## src/rtl/srt_pkg.sv

```systemverilog
// Package for the split reload timer: register map, fields, carriers
package srt_pkg;
  // Byte addresses of the registers
  localparam logic [7:0] SRT_ADDR_CTRL = 8'hC8;
  localparam logic [7:0] SRT_ADDR_CNTL = 8'hCC;
  localparam logic [7:0] SRT_ADDR_CNTH = 8'hD0;
  localparam logic [7:0] SRT_ADDR_RLL = 8'hD4;
  localparam logic [7:0] SRT_ADDR_RLH = 8'hD8;
  localparam logic [7:0] SRT_ADDR_CLKC = 8'hDC;
  localparam logic [7:0] SRT_ADDR_IRQST = 8'hE0;
  localparam logic [7:0] SRT_ADDR_IRQCLR = 8'hE4;
  localparam logic [7:0] SRT_ADDR_IRQEN = 8'hE8;
  // Control register field positions
  localparam int SRT_CTL_HFLAG = 7;
  localparam int SRT_CTL_LFLAG = 6;
  localparam int SRT_CTL_LIRQEN = 5;
  localparam int SRT_CTL_SPLIT = 3;
  localparam int SRT_CTL_RUN = 2;
  localparam int SRT_CTL_XCLK = 0;
  // Clock control register field positions
  localparam int SRT_CLK_HSEL = 6;
  localparam int SRT_CLK_LSEL = 5;
  // Interrupt status bit positions (same layout for clear and enable)
  localparam int SRT_IRQ_HIGH = 0;
  localparam int SRT_IRQ_LOW = 1;
  // Reset values
  localparam logic [7:0] SRT_RST_BYTE = 8'h00;
  localparam logic [15:0] SRT_RST_WORD = 16'h0000;
  // Divider counts
  localparam int SRT_DIV_SYS = 12;
  localparam int SRT_DIV_EXT = 8;
  localparam logic [15:0] SRT_CNT_MAX = 16'hFFFF;
  localparam logic [7:0] SRT_BYTE_MAX = 8'hFF;

  // APB request from the master
  typedef struct packed {
    logic psel;
    logic penable;
    logic pwrite;
    logic [7:0] paddr;
    logic [31:0] pwdata;
  } srt_apb_req_t;

  // APB answer to the master
  typedef struct packed {
    logic pready;
    logic pslverr;
    logic [31:0] prdata;
  } srt_apb_rsp_t;

  // Control register contents
  typedef struct packed {
    logic hflag;
    logic lflag;
    logic lirq_en;
    logic split;
    logic run;
    logic xclk;
  } srt_ctl_t;
endpackage : srt_pkg

```

## src/rtl/srt_timer.sv

```systemverilog
// Split reload timer with APB register access and one interrupt output
// Functional notes
// [RL1] 16-bit rollover reloads and sets high flag
// [RL2] Ticks: system clock, divide 12, external divide 8
// [RL3] External tick resynchronised to system clock
// [RL4] Timer interrupt on every high overflow
// [RL5] Low overflow interrupts when low enable set
// [RL6] Split mode: two 8-bit reload counters
// [RL7] Run gates all, or only high byte
// [RL8] Per-byte select: system clock or external choice
// [RL9] Byte rollovers set their own flags
// [RL10] Flags cleared only by software writes
// [RL11] Software keeps low enable clear in 16-bit
// [RL12] Control bits 4 and 1 read zero
// [RL13] Control register field layout at 0xC8
// [RL14] Handler checks both flags for source
// [RL15] One external select shared by both bytes
// [RL16] High count register shows high byte
// [RL17] One count per single-cycle tick enable
// [RL18] All registers reset to zero
//
// Local design decision: the APB interface to the registers.
module srt_timer (
  // Clock and reset
  input wire logic pclk,
  input wire logic presetn,
  // APB slave
  input wire srt_pkg::srt_apb_req_t apb_req,
  output srt_pkg::srt_apb_rsp_t apb_rsp,
  // External oscillator source
  input wire logic ext_clk_in,
  // Interrupt
  output logic irq
);
  import srt_pkg::*;

  // Whole module state
  typedef struct packed {
    srt_ctl_t ctl;
    logic [7:0] cnt_lo;
    logic [7:0] cnt_hi;
    logic [7:0] rl_lo;
    logic [7:0] rl_hi;
    logic hsel;
    logic lsel;
    logic [1:0] ist;
    logic [1:0] ien;
    logic [3:0] div12;
    logic [2:0] sync;
    logic [2:0] div8;
    logic tick8;
    srt_apb_rsp_t rsp;
    logic irq;
  } srt_state_t;

  srt_state_t s_q;
  srt_state_t s_d;
  // Helper ticks, also watched by the assertions
  logic tick12;
  logic tick_lo;
  logic tick_hi;
  logic ovf_lo;
  logic ovf_hi;
  logic wr;

  // Next state: dividers, counters, flags and register access
  always_comb
  begin
    logic [31:0] rd;
    logic [15:0] cnt16;
    logic errv;
    logic [1:0] clr;
    rd = 32'h0000_0000;
    cnt16 = {s_q.cnt_hi, s_q.cnt_lo};
    errv = 1'b0;
    clr = 2'b00;
    s_d = s_q;
    ovf_lo = 1'b0;
    ovf_hi = 1'b0;

    // System clock divided by 12
    tick12 = (s_q.div12 == 4'(SRT_DIV_SYS - 1)); // see [RL2]
    s_d.div12 = tick12 ? 4'h0 : s_q.div12 + 4'h1;

    // Two-flop resync, then edge count divided by 8; one pulse per eight edges
    s_d.sync = {s_q.sync[1:0], ext_clk_in}; // see [RL3]
    s_d.tick8 = 1'b0;
    if (s_q.sync[1] && !s_q.sync[2])
    begin
      s_d.div8 = s_q.div8 + 3'h1;
      s_d.tick8 = (s_q.div8 == 3'(SRT_DIV_EXT - 1)); // see [RL2]
    end

    // Per-byte tick choice; in 16-bit mode the low select drives the timer
    tick_lo = s_q.lsel ? 1'b1 : (s_q.ctl.xclk ? s_q.tick8 : tick12); // see [RL8] [RL15]
    tick_hi = s_q.hsel ? 1'b1 : (s_q.ctl.xclk ? s_q.tick8 : tick12); // see [RL8] [RL15]

    // Counting
    if (!s_q.ctl.split)
    begin
      // One 16-bit counter, gated by run
      if (s_q.ctl.run && tick_lo) // see [RL7] [RL17]
      begin
        ovf_lo = (s_q.cnt_lo == SRT_BYTE_MAX); // see [RL9]
        if (cnt16 == SRT_CNT_MAX)
        begin
          // Reload whole word on full overflow
          ovf_hi = 1'b1; // see [RL1]
          s_d.cnt_lo = s_q.rl_lo;
          s_d.cnt_hi = s_q.rl_hi;
        end
        else
        begin
          {s_d.cnt_hi, s_d.cnt_lo} = cnt16 + 16'h0001;
        end
      end
    end
    else
    begin
      // Low byte always runs in split mode
      if (tick_lo) // see [RL6] [RL7]
      begin
        ovf_lo = (s_q.cnt_lo == SRT_BYTE_MAX); // see [RL9]
        s_d.cnt_lo = ovf_lo ? s_q.rl_lo : s_q.cnt_lo + 8'h01;
      end
      // High byte only while run is set
      if (s_q.ctl.run && tick_hi) // see [RL6] [RL7]
      begin
        ovf_hi = (s_q.cnt_hi == SRT_BYTE_MAX); // see [RL9]
        s_d.cnt_hi = ovf_hi ? s_q.rl_hi : s_q.cnt_hi + 8'h01;
      end
    end

    // APB: answer in the first access cycle, write on the ready edge
    wr = apb_req.psel && apb_req.penable && apb_req.pwrite && s_q.rsp.pready;
    if (wr)
    begin
      unique case (apb_req.paddr)
        SRT_ADDR_CTRL:
        begin
          // Bits 4 and 1 have no storage, so writes to them vanish
          s_d.ctl.hflag = apb_req.pwdata[SRT_CTL_HFLAG]; // see [RL10] [RL13]
          s_d.ctl.lflag = apb_req.pwdata[SRT_CTL_LFLAG];
          s_d.ctl.lirq_en = apb_req.pwdata[SRT_CTL_LIRQEN];
          s_d.ctl.split = apb_req.pwdata[SRT_CTL_SPLIT];
          s_d.ctl.run = apb_req.pwdata[SRT_CTL_RUN];
          s_d.ctl.xclk = apb_req.pwdata[SRT_CTL_XCLK];
        end
        // A software write to a count byte wins over a tick
        SRT_ADDR_CNTL: s_d.cnt_lo = apb_req.pwdata[7:0];
        SRT_ADDR_CNTH: s_d.cnt_hi = apb_req.pwdata[7:0];
        SRT_ADDR_RLL: s_d.rl_lo = apb_req.pwdata[7:0];
        SRT_ADDR_RLH: s_d.rl_hi = apb_req.pwdata[7:0];
        SRT_ADDR_CLKC:
        begin
          s_d.hsel = apb_req.pwdata[SRT_CLK_HSEL];
          s_d.lsel = apb_req.pwdata[SRT_CLK_LSEL];
        end
        SRT_ADDR_IRQCLR: clr = apb_req.pwdata[1:0];
        SRT_ADDR_IRQEN: s_d.ien = apb_req.pwdata[1:0];
        default: ;
      endcase
    end

    // Hardware sets win over any clear in the same cycle
    s_d.ist = (s_q.ist & ~clr) | {ovf_lo, ovf_hi};
    if (ovf_hi)
    begin
      s_d.ctl.hflag = 1'b1; // see [RL1] [RL9]
    end
    if (ovf_lo)
    begin
      s_d.ctl.lflag = 1'b1; // see [RL9]
    end

    // Read data decode during the setup cycle
    unique case (apb_req.paddr)
      SRT_ADDR_CTRL: rd[7:0] = {s_q.ctl.hflag, s_q.ctl.lflag, s_q.ctl.lirq_en, 1'b0,
        s_q.ctl.split, s_q.ctl.run, 1'b0, s_q.ctl.xclk}; // see [RL12] [RL13]
      SRT_ADDR_CNTL: rd[7:0] = s_q.cnt_lo;
      SRT_ADDR_CNTH: rd[7:0] = s_q.cnt_hi; // see [RL16]
      SRT_ADDR_RLL: rd[7:0] = s_q.rl_lo;
      SRT_ADDR_RLH: rd[7:0] = s_q.rl_hi;
      SRT_ADDR_CLKC: rd[7:0] = {1'b0, s_q.hsel, s_q.lsel, 5'h00};
      SRT_ADDR_IRQST: rd[1:0] = s_q.ist;
      SRT_ADDR_IRQCLR: rd = 32'h0000_0000;
      SRT_ADDR_IRQEN: rd[1:0] = s_q.ien;
      default: errv = 1'b1;
    endcase

    // Response registers
    if (apb_req.psel && !apb_req.penable)
    begin
      s_d.rsp.pready = 1'b1;
      s_d.rsp.prdata = apb_req.pwrite ? 32'h0000_0000 : rd;
      s_d.rsp.pslverr = errv;
    end
    else
    begin
      s_d.rsp.pready = 1'b0;
      s_d.rsp.pslverr = 1'b0;
    end

    // Interrupt: enable bit 0 is the timer enable, bit 1 adds low events
    s_d.irq = s_d.ien[SRT_IRQ_HIGH] && (s_d.ist[SRT_IRQ_HIGH] // see [RL4]
      || (s_d.ist[SRT_IRQ_LOW] && s_d.ien[SRT_IRQ_LOW] && s_d.ctl.lirq_en)); // see [RL5]
  end

  // State register; everything clears on reset
  always_ff @(posedge pclk or negedge presetn)
  begin
    if (!presetn)
    begin
      s_q <= '0; // see [RL18]
    end
    else
    begin
      s_q <= s_d;
    end
  end

  // Outputs straight from flops
  assign apb_rsp = s_q.rsp;
  assign irq = s_q.irq;
endmodule // srt_timer

```

## config.mk

```make
export PLATFORM = sky130hd
export DESIGN_NAME = srt_timer
export DESIGN_NICKNAME = d
export VERILOG_FILES = /design/src/rtl/srt_pkg.sv /design/src/rtl/srt_timer.sv
export SDC_FILE = /design/constraint.sdc
export NUM_CORES = 1
export LEC_CHECK = 0
export BUFFER_PORTS_ARGS = -buffer_cell sky130_fd_sc_hd__buf_2
export CAP_MARGIN = 5
export CELL_PAD_IN_SITES_DETAIL_PLACEMENT = 0
export CELL_PAD_IN_SITES_GLOBAL_PLACEMENT = 1
export CORE_MARGIN = 1.5
export CORE_UTILIZATION = 40
export DETAILED_ROUTE_END_ITERATION = 10
export GPL_ROUTABILITY_DRIVEN = 0
export PLACE_DENSITY_LB_ADDON = 0.05
export SYNTH_ARGS = -nofsm -noshare
export SYNTH_HDL_FRONTEND = slang
export SYNTH_SLANG_ARGS = --single-unit
```

## constraint.sdc

```tcl
create_clock -name pclk -period 2.9 [get_ports pclk]
set_input_delay 0.29 -clock pclk [delete_from_list [all_inputs] [get_ports pclk]]
set_output_delay 0.29 -clock pclk [all_outputs]
set_load 0.01 [all_outputs]
```

; ---- Word-level counts from Yosys, hierarchy flattened
; Index checks and enable logic that the tools add are counted.
[op_classes]
n_bitwise = 3
n_eq_ne = 14
n_reduce_logical = 24
add_sub_neg = 5
mux = 37
[op_table]
columns = operator, n
row1 = $eq 8x8->1 const B, 11
row2 = $mux 8, 9
row3 = $mux 16, 3
row4 = $mux 40, 1
row5 = $pmux 6 s6, 1
row6 = $add 16x1->16 const B, 1
row7 = $add 8x1->8 const B, 2
row8 = $eq 16x16->1 const B, 1
row9 = $mux 1, 14
row10 = $pmux 2 s7, 1
row11 = $mux 2, 6
row12 = $reduce_and 2->1, 6
row13 = $logic_and 1x1->1, 10
row14 = $reduce_or 9->1, 1
row15 = $reduce_bool 2->1, 4
row16 = $mux 6, 1
row17 = $add 4x1->4 const B, 1
row18 = $eq 4x4->1 const B, 1
row19 = $mux 4, 1
row20 = $add 3x1->3 const B, 1
row21 = $eq 3x3->1 const B, 1
row22 = $and 2x2->2, 1
row23 = $logic_not 1->1, 2
row24 = $not 2->2, 1
row25 = 2 further kinds, 2
[word_totals]
inputBits = 46
ff_bits = 90
out_inout_bits = 35
wordCells = 105

; ---- Logic depth before layout (Yosys ltp)
[depth]
ltp_word = 11
depth_mapped = 8

; ---- Worst setup path before layout
; No wires, ideal clock.
[synth_timing]
path_type = flip-flop to flip-flop
start = register s_q[76] (netlist bit)
end = register s_q[83] (netlist bit)
t_arrival_ns = 1.882
n_path_buf = 0
setup_slack_ns = 0.882
required_ns = 2.764
stages_incl_launch_ff = 7
synth_period_minus_slack_ns = 2.018
path_cell_list = dfrtp_1 > ha_1 > nand3_4 > mux2_2 > o31a_1 > a2111oi_2 > a211oi_2
[synth_rtl]
columns = item, line
row1 = "start, declared", srt_timer.sv:56  ; srt_state_t s_q;
row2 = "start signal, assigned", srt_timer.sv:214  ; s_q <= '0;
row3 = "start signal, assigned", srt_timer.sv:218  ; s_q <= s_d;

==> out/qor.yml <==
drt_iter0_markers: 365
dp_hpwl_mm: 9.71
nNetsFinal: 536
cap_violations: 0
yosysSeqAreaShare_pct: 36.4
row_count: 38
numPortBuffers: 32
htreeDepth: 3
cts_buffers: 9
worstPathMaxFanout: 9
max_freq_mhz: 406
pin_count: 81
min_period_over_period_pct: 85.0
vias: 3733
cp.required_ps: 3100
die_h_um: 109
start_util_pct: 41.5
clock_sinks: 66
setup_viol: 0
drt_pass1_iterations: 6
cp-start-kind: "flop"
stdcell_area_um2: 4870
ys_warn_count: 0
grt_max_degree: 67
finalPower_uw: 2370
pwr-share-comb_pct: 10.9
rsz0062_at_grt: "false"
clockBufferDepth: 2
worst_slew_pin_slew_ps: 707
layoutNonFillerInstCount: 629
hold_class: "primary input to flop"
area_delta_synth_final_pct: 7.51
final_layout_size_suffix_gt1_share_pct: 22.5
drv_slew: 0
diodes: 0
grt_pass1_vias: 3544
yosys.area_share.simple_pct: 18.9
syn-cell-area_um2: 4530
synth-xor-area-share_pct: 0.386
overflow: 0
ys_seq_elements: 66
place_area_um2: 4570
intPower_uw: 1740
critical-path-slowest-cell: "dfrtp_1"
period_needed_ps: 2470
critPathMaxStageDelay_ps: 520
fin_tns_setup_ps: 0
wirelength_mm: 13.4
wl_per_cell_um: 21.3
final_cell_mix: "dfrtp_1 (66), nand2_1 (40), buf_2 (32), mux2_2 (31), o21ai_0 (29)"
synthFlopType: "dfrtp_1"
place_ws_ps: 488
ys_async_sr_fraction_pct: 100
mostFrequentLayoutCell: "dfrtp_1"
ant_nets: 0
routed_via_density: 5.93
cts_root_buf: "clkbuf_16"
grt_pass1_wl_mm: 20.8
p_per_area_nw_per_um2: 485
cp-end-kind: "flop"
ir_drop_uv: 267
clockPowerShare_pct: 46.3
clk_pin_slew_ps: 60
cp_cell_sequence: "ha_1 -> nand3_4 -> nor4_4 -> buf_4 -> o21ai_0 -> a221oi_1 -> a211oi_1"
skew_ps: 9.57
core_um2: 10900
p_leak_uw: 0.00209
post_cts_buffers: 0
cts_resized: 0
ys_types: 84
synth-compound-area-share_pct: 21.9
p_switching_uw: 623
avgSynthCellArea_um2: 9.64
cts_tree: "built"
grt_util_all_layers_pct: 23.9
synth_top_family_by_area: "compound AO/OA/AOI/OAI gates"
dp.cells: 613
synth_cells: 470
synthMuxAreaShare_pct: 9.91
critPathKind: "flop to flop"
synthAdderAreaFrac_pct: 1.38
antenna_found_initial: 0
layout_setup_ws_ps: 435
max_slew_margin_pct: 52.7
outcome: "finished, final reports clean"
p_sw_share_pct: 26.3
hold_viol: 0
dieArea_um2: 12000
clkLatencyLatePin_ps: 350
die_w_um: 109
drc: 0
p_seq_share_pct: 42.8
synth_edf_count: 0
arrival_ps: 2670
## cell type report
type	instances	area, µm²
Inverter	11	41.3
Tap cell	140	175
Multi-Input combinational cell	356	2470
Sequential cell	66	1650
Timing Repair Buffer	41	243
Clock buffer	10	239
Clock inverter	5	55.1
Fill cell	1091	6060
## timing repair
action / CTS / global route
endpoints found under the hold margin: 66 / 0
endpoints found under the setup margin: 0 / 0
hold buffers: 1 / 0
## critical path: cells and delay by family, from the launching register on
| family | cells | cell delay (ps) |
|---|---|---|
| compound gates | 3 | 490 |
| simple gates | 2 | 690 |
| buf+inv | 1 | 230 |
| fa+ha+maj | 1 | 380 |
| flops | 1 | 520 |
## layer usage
layer	up-vias	GRT usage, %	part of all wire (%)
met4	0	9.46	1.4
li1	1744	-	-
met3	10	3.26	5.4
met2	124	36.8	46
met5	-	0	0
met1	1855	33.9	47
## power groups by stage
stage	clock network, µW	registers (µW)	logic, µW
after floorplan	0	1000	219
after global placement	0	1020	254
after detailed placement	0	1030	258
after CTS	1130	1010	259
after global routing	1170	1020	287
final	1090	1010	259
## synth_stat cells (6+ instances only)
library cell / number / share of area, %
dfrtp_1: 66 / 36
nand2_1: 40 / 3.3
buf_4: 38 / 6.3
mux2_2: 31 / 7.7
o21ai_0: 29 / 3.2
nor2_1: 26 / 2.2
a21oi_1: 19 / 2.1
nand3_1: 18 / 2.0
a22oi_1: 11 / 1.8
inv_1: 10 / 0.83
mux2i_1: 10 / 2.2
clkbuf_1: 9 / 0.75
a21o_1: 8 / 1.3
a22o_1: 7 / 1.4
a31oi_1: 7 / 0.97
o211ai_1: 7 / 1.2
and3_1: 6 / 0.83
buf_6: 6 / 1.5
nor3_1: 6 / 0.66
o22ai_1: 6 / 0.83
## sequential cells by signal, indices dropped and copies added (netlist names)
name     count
s_q         53
apb_rsp     10
irq          1
s_d          2
## final timing paths
| kind | start | end | slack [ps] | cells after the start |
|---|---|---|---|---|
| min | ext_clk_in | s_d[40] | 60 | 1 |
| max | s_q[76] | s_q[75] | 430 | 7 |
| max in group asynchronous | presetn | s_q[56] | 2100 | 3 |
| min in group asynchronous | presetn | s_q[45] | 500 | 3 |
| min reg2reg | s_d[40] | s_d[41] | 350 | 0 |
| max reg2reg | s_q[76] | s_q[75] | 430 | 7 |
## stage by stage
stage               util, %  hold slack, ps
finish                 44.6            58.0
global route           44.6            56.8
CTS                    44.6            49.7
detailed placement     41.8             340
global placement       41.8             332
floorplan                 -           -5.59
## logic make-up after synthesis
| kind of cell | after synthesis |
|---|---|
| adder cells (fa/ha/maj) | 5 |
| AND/OR/NAND/NOR | 146 |
| buffers and inverters | 71 |
| other | 1 |
| flip-flops | 66 |
| multiplexers | 41 |
| XOR/XNOR | 2 |
| AO/OA/AOI/OAI | 138 |
No activity file was read; power rests on OpenSTA's default activity.
